**src/mcsr_pkg.sv**
```systemverilog
// What this block does
// RULE_01 - Writing the control register during a mission ends it and updates contents.
// RULE_02 - Control bit 5 always reads 0; writing 1 there has no effect.
// RULE_03 - Oscillator runs while osc_run_n is 0, stops when 1; host keeps it 0.
// RULE_04 - Mission start refused until the clock advanced one second since oscillator start.
// RULE_05 - Clear happens only if armed and next command; arm drops on next command.
// RULE_06 - mission_enable_n at 0 lets a sample-rate write start; at 1 nothing starts.
// RULE_07 - log_wrap 1 overwrites oldest samples; 0 stops logging when full, measuring continues.
// RULE_08 - Low-alarm search answers conditional search after a reading at or below threshold.
// RULE_09 - High-alarm search answers conditional search after a reading at or above threshold.
// RULE_10 - Timer-alarm search answers conditional search after a timer alarm; normally left 0.
// RULE_11 - Start delay is an unsigned 16-bit minute count, low byte at lower address.
// RULE_12 - Host programs staggered loggers with wrap disabled so full logs are kept.
// RULE_13 - Status: mission and alarm flags accept only 0 writes; others read-only, bit 3 unused.
// RULE_14 - conv_idle_n falls before any conversion, rises after the result is latched.
// RULE_15 - Clear zeroes upper pages, timestamp, count, delay and rate, then sets mem_cleared.
// RULE_16 - Mission starts only from cleared memory; mission start drops mem_cleared.
// RULE_17 - mission_active sets when enabled and a nonzero sample rate is written.
// RULE_18 - Any write to 200h-213h or a 0 written to the flag ends the mission.
// RULE_19 - Samples at minute rollover; sample_active leads conversion by 250ms, total within 875ms.
// RULE_20 - Reads of upper pages stay allowed during a sample but may be invalid.
// RULE_21 - Low and high flags set on threshold hits during a mission; host clears them.
// RULE_22 - Timer alarm flag sets on any clock alarm; a 0 write clears it anytime.
// RULE_23 - First conversion of a mission captures minute, hour, date, month and year.
// RULE_24 - Mission sample count is 24-bit, cleared only by the clear command.
package mcsr_pkg;
  localparam logic [9:0] ADR_CFG_FIRST = 10'h200;
  localparam logic [9:0] ADR_CFG_LAST = 10'h213;
  localparam logic [9:0] ADR_SRATE = 10'h20D;
  localparam logic [9:0] ADR_CTRL = 10'h20E;
  localparam logic [9:0] ADR_DLY_LO = 10'h212;
  localparam logic [9:0] ADR_DLY_HI = 10'h213;
  localparam logic [9:0] ADR_STAT = 10'h214;
  localparam logic [9:0] ADR_TS_MIN = 10'h215;
  localparam logic [9:0] ADR_TS_HOUR = 10'h216;
  localparam logic [9:0] ADR_TS_DATE = 10'h217;
  localparam logic [9:0] ADR_TS_MONTH = 10'h218;
  localparam logic [9:0] ADR_TS_YEAR = 10'h219;
  localparam logic [9:0] ADR_CNT_LO = 10'h21A;
  localparam logic [9:0] ADR_CNT_MID = 10'h21B;
  localparam logic [9:0] ADR_CNT_HI = 10'h21C;
  // Control bit positions
  localparam int CB_OSC_RUN_N = 7;
  localparam int CB_CLEAR_ARM = 6;
  localparam int CB_UNUSED = 5;
  localparam int CB_MISSION_EN_N = 4;
  localparam int CB_LOG_WRAP = 3;
  localparam int CB_LOW_SRCH = 2;
  localparam int CB_HIGH_SRCH = 1;
  localparam int CB_TIMER_SRCH = 0;
  // Status bit positions
  localparam int SB_CONV_IDLE_N = 7;
  localparam int SB_MEM_CLEARED = 6;
  localparam int SB_MISSION = 5;
  localparam int SB_SAMPLE = 4;
  localparam int SB_LOW = 2;
  localparam int SB_HIGH = 1;
  localparam int SB_TIMER = 0;
  localparam logic [7:0] CTRL_RST = 8'h10;
  localparam logic [7:0] CTRL_WR_MASK = 8'hDF;
  localparam logic [10:0] LOG_LAST_IDX = 11'h7FF;
  // Timing
  localparam int CLK_KHZ = 20000;
  localparam int WAKE_MS = 250;
  localparam int CONV_MAX_MS = 875;
  localparam int WAKE_CYC = WAKE_MS * CLK_KHZ;
  localparam int CONV_MAX_CYC = CONV_MAX_MS * CLK_KHZ;
  typedef enum logic [4:0] {
    ST_IDLE = 5'b00001,
    ST_DELAY = 5'b00010,
    ST_WAIT = 5'b00100,
    ST_WAKE = 5'b01000,
    ST_CONV = 5'b10000
  } mcsr_state_t;
endpackage

```
**src/mcsr_regs.sv**
```systemverilog
`timescale 1ns/1ps
module mcsr_regs import mcsr_pkg::*; #(
  parameter int WAKE_CYCLES = WAKE_CYC,
  parameter int CONV_MAX_CYCLES = CONV_MAX_CYC
) (
  input wire logic i_mclk,
  input wire logic i_srst,
  input wire logic i_wr_en,
  input wire logic [9:0] i_wr_addr,
  input wire logic [7:0] i_wr_data,
  input wire logic i_rd_en,
  input wire logic [9:0] i_rd_addr,
  output logic [7:0] o_rd_data,
  input wire logic i_mem_cmd,
  input wire logic i_mem_cmd_clear,
  input wire logic i_sec_tick,
  input wire logic i_min_tick,
  input wire logic i_rtc_alarm,
  input wire logic [7:0] i_rtc_min,
  input wire logic [7:0] i_rtc_hour,
  input wire logic [7:0] i_rtc_date,
  input wire logic [7:0] i_rtc_month,
  input wire logic [7:0] i_rtc_year,
  input wire logic i_force_conv,
  input wire logic i_conv_done,
  input wire logic [7:0] i_conv_result,
  input wire logic [7:0] i_low_thresh,
  input wire logic [7:0] i_high_thresh,
  output logic o_osc_run_n,
  output logic o_log_wrap,
  output logic o_search_hit,
  output logic o_mission_active,
  output logic o_sample_active,
  output logic o_conv_start,
  output logic o_clear_mem,
  output logic o_log_we,
  output logic [10:0] o_log_addr,
  output logic [7:0] o_log_data
);
  function automatic logic in_cfg_range(input logic [9:0] a);
    in_cfg_range = (a >= ADR_CFG_FIRST) && (a <= ADR_CFG_LAST);
  endfunction

  mcsr_state_t state_r;
  logic [7:0] ctrl_r;
  logic [7:0] srate_r;
  logic [15:0] start_dly_r;
  logic mem_cleared_r;
  logic mission_active_r;
  logic sample_active_r;
  logic conv_busy_r;
  logic low_flag_r;
  logic high_flag_r;
  logic timer_flag_r;
  logic osc_settled_r;
  logic first_conv_r;
  logic [7:0] ts_min_r;
  logic [7:0] ts_hour_r;
  logic [7:0] ts_date_r;
  logic [7:0] ts_month_r;
  logic [7:0] ts_year_r;
  logic [23:0] sample_cnt_r;
  logic [15:0] minutes_left_r;
  logic [10:0] log_idx_r;
  logic log_full_r;
  logic [7:0] status_rd;

  logic wr_ctrl;
  logic wr_stat;
  logic wr_srate;
  logic do_clear;
  logic start_ok;
  logic end_mission;
  logic slot_due;
  logic wake_done;
  logic conv_timeout;
  logic mission_conv_done;
  logic force_ok;
  logic conv_go;

  assign wr_ctrl = i_wr_en && i_wr_addr == ADR_CTRL;
  assign wr_stat = i_wr_en && i_wr_addr == ADR_STAT;
  assign wr_srate = i_wr_en && i_wr_addr == ADR_SRATE;
  assign do_clear = i_mem_cmd && i_mem_cmd_clear && ctrl_r[CB_CLEAR_ARM]; // [RULE_05]
  // Start needs enable, cleared memory, a settled clock and a nonzero rate
  assign start_ok = wr_srate && i_wr_data != 8'h00 && !ctrl_r[CB_MISSION_EN_N] // [RULE_06] [RULE_17]
                    && mem_cleared_r && osc_settled_r && !mission_active_r; // [RULE_16] [RULE_04]
  assign end_mission = mission_active_r && ((i_wr_en && in_cfg_range(i_wr_addr)) // [RULE_18] [RULE_01]
                       || (wr_stat && !i_wr_data[SB_MISSION])); // [RULE_13]
  assign slot_due = i_min_tick && minutes_left_r == 16'h0000; // [RULE_19]
  assign mission_conv_done = state_r == ST_CONV && (i_conv_done || conv_timeout);
  assign force_ok = i_force_conv && !conv_busy_r && !sample_active_r;
  assign conv_go = (state_r == ST_WAKE && wake_done && !end_mission) || force_ok;

  mcsr_cycle_timer #(.CYCLES(WAKE_CYCLES)) u_wake_timer (
    .i_mclk(i_mclk),
    .i_srst(i_srst),
    .i_start(state_r != ST_WAKE && state_r != ST_CONV && mission_active_r && !end_mission
             && slot_due && (state_r == ST_DELAY || state_r == ST_WAIT)),
    .i_abort(end_mission),
    .o_busy(),
    .o_done(wake_done)
  );

  // The watchdog bounds a sample even if the sensor never answers
  mcsr_cycle_timer #(.CYCLES(CONV_MAX_CYCLES)) u_conv_watchdog (
    .i_mclk(i_mclk),
    .i_srst(i_srst),
    .i_start(!end_mission && slot_due && (state_r == ST_DELAY || state_r == ST_WAIT)),
    .i_abort(end_mission || mission_conv_done),
    .o_busy(),
    .o_done(conv_timeout)
  );

  // Control register
  always_ff @(posedge i_mclk) begin
    if (i_srst) begin
      ctrl_r <= CTRL_RST;
    end else if (wr_ctrl) begin
      ctrl_r <= i_wr_data & CTRL_WR_MASK; // [RULE_02] [RULE_01]
    end else if (i_mem_cmd) begin
      ctrl_r[CB_CLEAR_ARM] <= 1'b0; // [RULE_05]
    end
  end

  // Oscillator must tick one second before a mission may start
  always_ff @(posedge i_mclk) begin
    if (i_srst) begin
      osc_settled_r <= 1'b0;
    end else if (ctrl_r[CB_OSC_RUN_N]) begin
      osc_settled_r <= 1'b0; // [RULE_03]
    end else if (i_sec_tick) begin
      osc_settled_r <= 1'b1; // [RULE_04]
    end
  end

  // Start delay and sample rate
  always_ff @(posedge i_mclk) begin
    if (i_srst || do_clear) begin
      start_dly_r <= 16'h0000; // [RULE_15]
      srate_r <= 8'h00;
    end else if (i_wr_en) begin
      if (i_wr_addr == ADR_DLY_LO) begin
        start_dly_r[7:0] <= i_wr_data; // [RULE_11]
      end
      if (i_wr_addr == ADR_DLY_HI) begin
        start_dly_r[15:8] <= i_wr_data; // [RULE_11]
      end
      if (i_wr_addr == ADR_SRATE) begin
        srate_r <= i_wr_data;
      end
    end
  end

  // Memory cleared flag
  always_ff @(posedge i_mclk) begin
    if (i_srst) begin
      mem_cleared_r <= 1'b0;
    end else if (do_clear) begin
      mem_cleared_r <= 1'b1; // [RULE_15]
    end else if (start_ok) begin
      mem_cleared_r <= 1'b0; // [RULE_16]
    end
  end

  always_ff @(posedge i_mclk) begin
    if (i_srst) begin
      o_clear_mem <= 1'b0;
    end else begin
      o_clear_mem <= do_clear; // [RULE_15]
    end
  end

  // Mission flag: only a valid sample-rate write (start_ok) sets it, other writes can only clear it
  always_ff @(posedge i_mclk) begin
    if (i_srst) begin
      mission_active_r <= 1'b0;
    end else if (start_ok) begin
      mission_active_r <= 1'b1; // [RULE_17]
    end else if (end_mission) begin
      mission_active_r <= 1'b0; // [RULE_18]
    end
  end

  // Mission sequencer
  always_ff @(posedge i_mclk) begin
    if (i_srst) begin
      state_r <= ST_IDLE;
      minutes_left_r <= 16'h0000;
    end else if (end_mission) begin
      state_r <= ST_IDLE;
    end else begin
      unique case (state_r)
        ST_IDLE: begin
          if (start_ok) begin
            state_r <= ST_DELAY;
            minutes_left_r <= start_dly_r; // [RULE_11]
          end
        end
        ST_DELAY, ST_WAIT: begin
          if (slot_due) begin
            state_r <= ST_WAKE; // [RULE_19]
          end else if (i_min_tick) begin
            minutes_left_r <= minutes_left_r - 16'h0001;
          end
        end
        ST_WAKE: begin
          if (wake_done) begin
            state_r <= ST_CONV;
          end
        end
        ST_CONV: begin
          if (mission_conv_done) begin
            state_r <= ST_WAIT;
            minutes_left_r <= {8'h00, srate_r} - 16'h0001;
          end
        end
      endcase
    end
  end

  // Sample window: reads stay open, data may be stale meanwhile
  always_ff @(posedge i_mclk) begin
    if (i_srst) begin
      sample_active_r <= 1'b0;
    end else if (end_mission || mission_conv_done) begin
      sample_active_r <= 1'b0;
    end else if (slot_due && (state_r == ST_DELAY || state_r == ST_WAIT)) begin
      sample_active_r <= 1'b1; // [RULE_19] [RULE_20]
    end
  end

  // Conversion start and busy tracking
  always_ff @(posedge i_mclk) begin
    if (i_srst) begin
      o_conv_start <= 1'b0;
      conv_busy_r <= 1'b0;
    end else begin
      o_conv_start <= conv_go;
      // Busy rises with the start pulse so the idle bit never reads 1 as a conversion begins
      if (conv_go) begin
        conv_busy_r <= 1'b1; // [RULE_14]
      end else if (i_conv_done || conv_timeout) begin
        conv_busy_r <= 1'b0; // [RULE_14]
      end
    end
  end

  // Timestamp of the first mission conversion
  always_ff @(posedge i_mclk) begin
    if (i_srst || do_clear) begin
      first_conv_r <= 1'b0;
      ts_min_r <= 8'h00;
      ts_hour_r <= 8'h00;
      ts_date_r <= 8'h00;
      ts_month_r <= 8'h00;
      ts_year_r <= 8'h00;
    end else if (start_ok) begin
      first_conv_r <= 1'b1;
    end else if (first_conv_r && state_r == ST_WAKE && wake_done) begin
      first_conv_r <= 1'b0;
      ts_min_r <= i_rtc_min; // [RULE_23]
      ts_hour_r <= i_rtc_hour;
      ts_date_r <= i_rtc_date;
      ts_month_r <= i_rtc_month;
      ts_year_r <= i_rtc_year;
    end
  end

  always_ff @(posedge i_mclk) begin
    if (i_srst || do_clear) begin
      sample_cnt_r <= 24'h000000; // [RULE_24]
    end else if (mission_conv_done) begin
      sample_cnt_r <= sample_cnt_r + 24'h000001; // [RULE_24]
    end
  end

  // Data log write port
  always_ff @(posedge i_mclk) begin
    if (i_srst || start_ok) begin
      log_idx_r <= 11'h000;
      log_full_r <= 1'b0;
      o_log_we <= 1'b0;
      o_log_addr <= 11'h000;
      o_log_data <= 8'h00;
    end else if (mission_conv_done && (!log_full_r || ctrl_r[CB_LOG_WRAP])) begin
      o_log_we <= 1'b1; // [RULE_07]
      o_log_addr <= log_idx_r;
      o_log_data <= i_conv_result;
      log_idx_r <= log_idx_r + 11'h001;
      if (log_idx_r == LOG_LAST_IDX) begin
        log_full_r <= 1'b1;
      end
    end else begin
      o_log_we <= 1'b0;
    end
  end

  // Alarm flags: a hardware set beats a same-cycle clearing write
  always_ff @(posedge i_mclk) begin
    if (i_srst) begin
      low_flag_r <= 1'b0;
      high_flag_r <= 1'b0;
      timer_flag_r <= 1'b0;
    end else begin
      if (mission_conv_done && i_conv_done && i_conv_result <= i_low_thresh) begin
        low_flag_r <= 1'b1; // [RULE_21]
      end else if (wr_stat && !i_wr_data[SB_LOW]) begin
        low_flag_r <= 1'b0; // [RULE_13]
      end
      if (mission_conv_done && i_conv_done && i_conv_result >= i_high_thresh) begin
        high_flag_r <= 1'b1; // [RULE_21]
      end else if (wr_stat && !i_wr_data[SB_HIGH]) begin
        high_flag_r <= 1'b0; // [RULE_13]
      end
      if (i_rtc_alarm) begin
        timer_flag_r <= 1'b1; // [RULE_22]
      end else if (wr_stat && !i_wr_data[SB_TIMER]) begin
        timer_flag_r <= 1'b0; // [RULE_22]
      end
    end
  end

  always_ff @(posedge i_mclk) begin
    if (i_srst) begin
      o_search_hit <= 1'b0;
    end else begin
      o_search_hit <= (ctrl_r[CB_LOW_SRCH] && low_flag_r) // [RULE_08]
                      || (ctrl_r[CB_HIGH_SRCH] && high_flag_r) // [RULE_09]
                      || (ctrl_r[CB_TIMER_SRCH] && timer_flag_r); // [RULE_10]
    end
  end

  // Bit 3 has no function and reads 0
  always_comb begin
    status_rd = 8'h00;
    status_rd[SB_CONV_IDLE_N] = !conv_busy_r; // [RULE_14]
    status_rd[SB_MEM_CLEARED] = mem_cleared_r;
    status_rd[SB_MISSION] = mission_active_r;
    status_rd[SB_SAMPLE] = sample_active_r;
    status_rd[SB_LOW] = low_flag_r;
    status_rd[SB_HIGH] = high_flag_r;
    status_rd[SB_TIMER] = timer_flag_r;
  end

  always_ff @(posedge i_mclk) begin
    if (i_srst) begin
      o_rd_data <= 8'h00;
    end else if (i_rd_en) begin
      unique case (i_rd_addr)
        ADR_SRATE: o_rd_data <= srate_r;
        ADR_CTRL: o_rd_data <= ctrl_r;
        ADR_DLY_LO: o_rd_data <= start_dly_r[7:0];
        ADR_DLY_HI: o_rd_data <= start_dly_r[15:8];
        ADR_STAT: o_rd_data <= status_rd;
        ADR_TS_MIN: o_rd_data <= ts_min_r;
        ADR_TS_HOUR: o_rd_data <= ts_hour_r;
        ADR_TS_DATE: o_rd_data <= ts_date_r;
        ADR_TS_MONTH: o_rd_data <= ts_month_r;
        ADR_TS_YEAR: o_rd_data <= ts_year_r;
        ADR_CNT_LO: o_rd_data <= sample_cnt_r[7:0];
        ADR_CNT_MID: o_rd_data <= sample_cnt_r[15:8];
        ADR_CNT_HI: o_rd_data <= sample_cnt_r[23:16];
        default: o_rd_data <= 8'h00;
      endcase
    end
  end

  assign o_osc_run_n = ctrl_r[CB_OSC_RUN_N]; // [RULE_03]
  assign o_log_wrap = ctrl_r[CB_LOG_WRAP];
  assign o_mission_active = mission_active_r;
  assign o_sample_active = sample_active_r;
endmodule

```
**src/mcsr_cycle_timer.sv**
```systemverilog
`timescale 1ns/1ps
module mcsr_cycle_timer #(
  parameter int CYCLES = 16
) (
  input wire logic i_mclk,
  input wire logic i_srst,
  input wire logic i_start,
  input wire logic i_abort,
  output logic o_busy,
  output logic o_done
);
  localparam int W = $clog2(CYCLES + 1);
  localparam logic [W-1:0] LOAD = W'(CYCLES - 1);
  logic [W-1:0] cnt_r;
  logic busy_r;

  always_ff @(posedge i_mclk) begin
    if (i_srst || i_abort) begin
      busy_r <= 1'b0;
      cnt_r <= '0;
      o_done <= 1'b0;
    end else if (i_start) begin
      busy_r <= 1'b1;
      cnt_r <= LOAD;
      o_done <= 1'b0;
    end else if (busy_r && cnt_r == '0) begin
      busy_r <= 1'b0;
      o_done <= 1'b1;
    end else begin
      cnt_r <= busy_r ? cnt_r - W'(1) : cnt_r;
      o_done <= 1'b0;
    end
  end

  assign o_busy = busy_r;
endmodule

```
**config.mk**
```make
export PLATFORM = sky130hd
export DESIGN_NAME = mcsr_regs
export DESIGN_NICKNAME = d
export VERILOG_FILES = /design/src/mcsr_pkg.sv /design/src/mcsr_regs.sv /design/src/mcsr_cycle_timer.sv
export SDC_FILE = /design/constraint.sdc
export NUM_CORES = 1
export LEC_CHECK = 0
export ABC_AREA = 1
export BUFFER_PORTS_ARGS = -buffer_cell sky130_fd_sc_hd__buf_2
export CAP_MARGIN = 20
export CORE_ASPECT_RATIO = 0.75
export CORE_UTILIZATION = 36
export DETAILED_ROUTE_END_ITERATION = 7
export PLACE_DENSITY = 0.52
export SLEW_MARGIN = 15
export SYNTH_ARGS = -nofsm -noshare
export SYNTH_HDL_FRONTEND = slang
export SYNTH_SLANG_ARGS = --single-unit
```
**constraint.sdc**
```tcl
create_clock -name i_mclk -period 5.6 [get_ports i_mclk]
set_input_delay 0 -clock i_mclk [delete_from_list [all_inputs] [get_ports i_mclk]]
set_output_delay 0 -clock i_mclk [all_outputs]
set_load 0.01 [all_outputs]
```
==> qor.yml <==
holdWs_ns: 0.0540
drv_slew: 0
synth_sequential_area_ratio_pct: 36.5
ys.flop_type: "dfxtp_1"
grt_max_degree: 55
core.rowCount: 57
cp_cell_sequence: "nor2_1, nand3_1, nor2_2, buf_4, nand2_2, inv_2, nand2_1, nor2_2, inv_2, or2_0, a21oi_1"
holdPathStages: 6
relSlewSlack_pct: 34.9
place.gp.congestion: 0.926
regToRegSetupSlack_ns: 2.69
async_reset_ff_share_pct: 0
portBuffers: 137
antenna_found_initial: 0
synthTopCellsByCount: "398 x nand2_1, 331 x nor2_1, 235 x inv_1"
wl_per_cell_um: 15.1
path_clk_slew_ns: 0.07
cts.sinks: 220
gr-usage-all-layers_pct: 22.3
pin_count: 138
holdPathEnd: "srate_r[6]"
yosysWarnings: 0
synthesis.instances: 1876
finalSetupTns_ns: 0
run_status: "completed"
rr_startpoint: "state_r[2]"
htreeDepth: 1
numCtsBuffers: 24
gr-total-overflow: 0
rsz0062_at_grt: "false"
cts_buffer_depth: 3
diodes: 0
cap_viol_max_count: 0
cts_hold_buffers: 79
cts_resized: 0
tightest_slew_ns: 0.973
cts_setup_buffers: 0
die_h_um: 160
r2r_cells: 11
fin_crit_sh_pct: 52.0
setup-violations-final: 0
cp_data_arrival_time_ns: 3.39
cp_slowest_cell: "inv_2"
fmax_mhz: 343
ys_ff_latch: 220
drive_above_1_share_pct: 11.2
netlist_area_um2: 12100
cts_tree: "yes"
root_buffer: "clkbuf_16"
r2r-end: "log_idx_r[5]"
min_period_ns: 2.91
dr.pass1.iters: 5
grt_pass1_vias: 11317
leakagePower_nw: 6.48
coreArea_um2: 32700
path_max_fanout: 27
critPathMaxStageDelay_ns: 0.43
synthDistinctLibCells: 46
worstPathRequired_ns: 6.08
fin_nets: 2187
synthTopCellsByArea: "dfxtp_1 37%, nand2_1 12%, nor2_1 10%"
synth_top_area_share_pct: 36.5
clock_skew_ns: 0.0202
avgSynthCellArea_um2: 6.43
finalNonFillerCells: 2520
final_antenna_net_count: 0
ir_drop_mv: 0.186
placedCellCount: 2399
vias: 12402
cp-end-kind: "register"
hp-class: "in -> reg"
p_per_area_nw_per_um2: 272
placed_area_um2: 13000
remaining_drc_errors: 0
total_power_mw: 3.98
grt_pass1_wl_mm: 61.0
final_cell_area_um2: 14600
synth_edf_count: 0
die_w_um: 213
yosys.cell_count.top_type: "nand2_1"
routed_wl_mm: 37.9
yosysTopAreaCell: "dfxtp_1"
finalHoldViolCount: 0
dieArea_um2: 34200
area_delta_synth_final_pct: 21.3
crit_path_start_kind: "register"
min_from: "i_wr_addr[8]"
worstSetupPathType: "reg -> reg"
drt_iter0_drc: 992
insertion_delay_ns: 0.55
start_util_pct: 36.9
via_per_inst: 4.92
dp_hpwl_mm: 28.1
syn_nets: 2001
[critical path: cells and delay by family, from the launching register on]
family                 cells  cell delay [ns]
AND/OR/NAND/NOR            7             1.59
flip-flops                 1             0.35
buffers and inverters      3             0.78
AO/OA/AOI/OAI              1             0.11
[how the worst max path moves through the flow]
stage,slack (ns),depth (start not counted),startpoint,endpoint
final,2.69,11,state_r[2],log_idx_r[5]
after detailed placement,2.73,11,state_r[1],log_idx_r[5]
after global placement,2.81,11,state_r[1],log_idx_r[5]
after floorplan,3.81,13,minutes_left_r[0],minutes_left_r[12]
after global routing,2.37,11,state_r[2],log_idx_r[5]
after CTS,2.71,11,state_r[2],log_idx_r[5]
[registers in the layout, indices dropped and copies added (netlist names), 5 cells and up]
register	cells
u_wake_timer.cnt_r	23
log_idx_r	11
ts_month_r	8
o_log_addr	11
ts_hour_r	8
srate_r	8
o_log_data	8
minutes_left_r	16
state_r	5
sample_cnt_r	24
u_conv_watchdog.cnt_r	25
o_rd_data	8
start_dly_r	16
ts_year_r	8
ts_min_r	8
ts_date_r	8
ctrl_r	7
[metal layers]
metal,GRT usage (%),routed length [µm],share of wire (%)
met5,0,0,0
met4,5.58,795,2.1
met3,2.95,2010,5.3
met2,32.1,15800,42
met1,34.3,19400,51
[layout make-up]
class / instances / area (µm²)
Inverter: 243 / 912
Sequential cell: 220 / 4400
Multi-Input combinational cell: 1350 / 6440
Clock buffer: 33 / 696
Fill cell: 3465 / 18000
Clock inverter: 9 / 97.6
Timing Repair Buffer: 223 / 1530
Tap cell: 442 / 553
[layout by cell type, fill, tap and decap left out, drive strengths merged, types with 23 or more instances in the layout]
cell type and count:
a21oi 163, buf 144, clkbuf 33, dfxtp 220
dlygate4sd3 79, inv 241, nand2 407, nand3 117
nand4 57, nor2 352, nor3 23, o21ai 124
xor2 23
[power by group]
part | leakage (nW) | internal [mW] | switching (mW) | total [mW]
sequential | 1.78 | 1.61 | 0.0445 | 1.65
combinational | 4.31 | 0.257 | 0.442 | 0.698
clock | 0.393 | 0.956 | 0.674 | 1.63
[kinds of logic (layout without fill, tap and decap cells)]
kind of cell    Yosys count  count (layout)  share of synthesized area [%]
simple gates            977             977                           34.9
buf+inv                 306             508                           10.1
xor+xnor                 36              36                           2.61
flops                   220             220                           36.5
compound gates          315             315                           13.5
fa+ha+maj                22              22                           2.28
[per-stage QoR]
stage          util [%]  worst slack (ns)
2_1_floorplan         -              3.81
3_3_place_gp       39.9              2.81
3_5_place_dp       39.9              2.73
4_1_cts            44.8              2.71
5_1_grt            44.8              2.37
6_report           44.8              2.69
No activity file was read; power rests on OpenSTA's default activity.
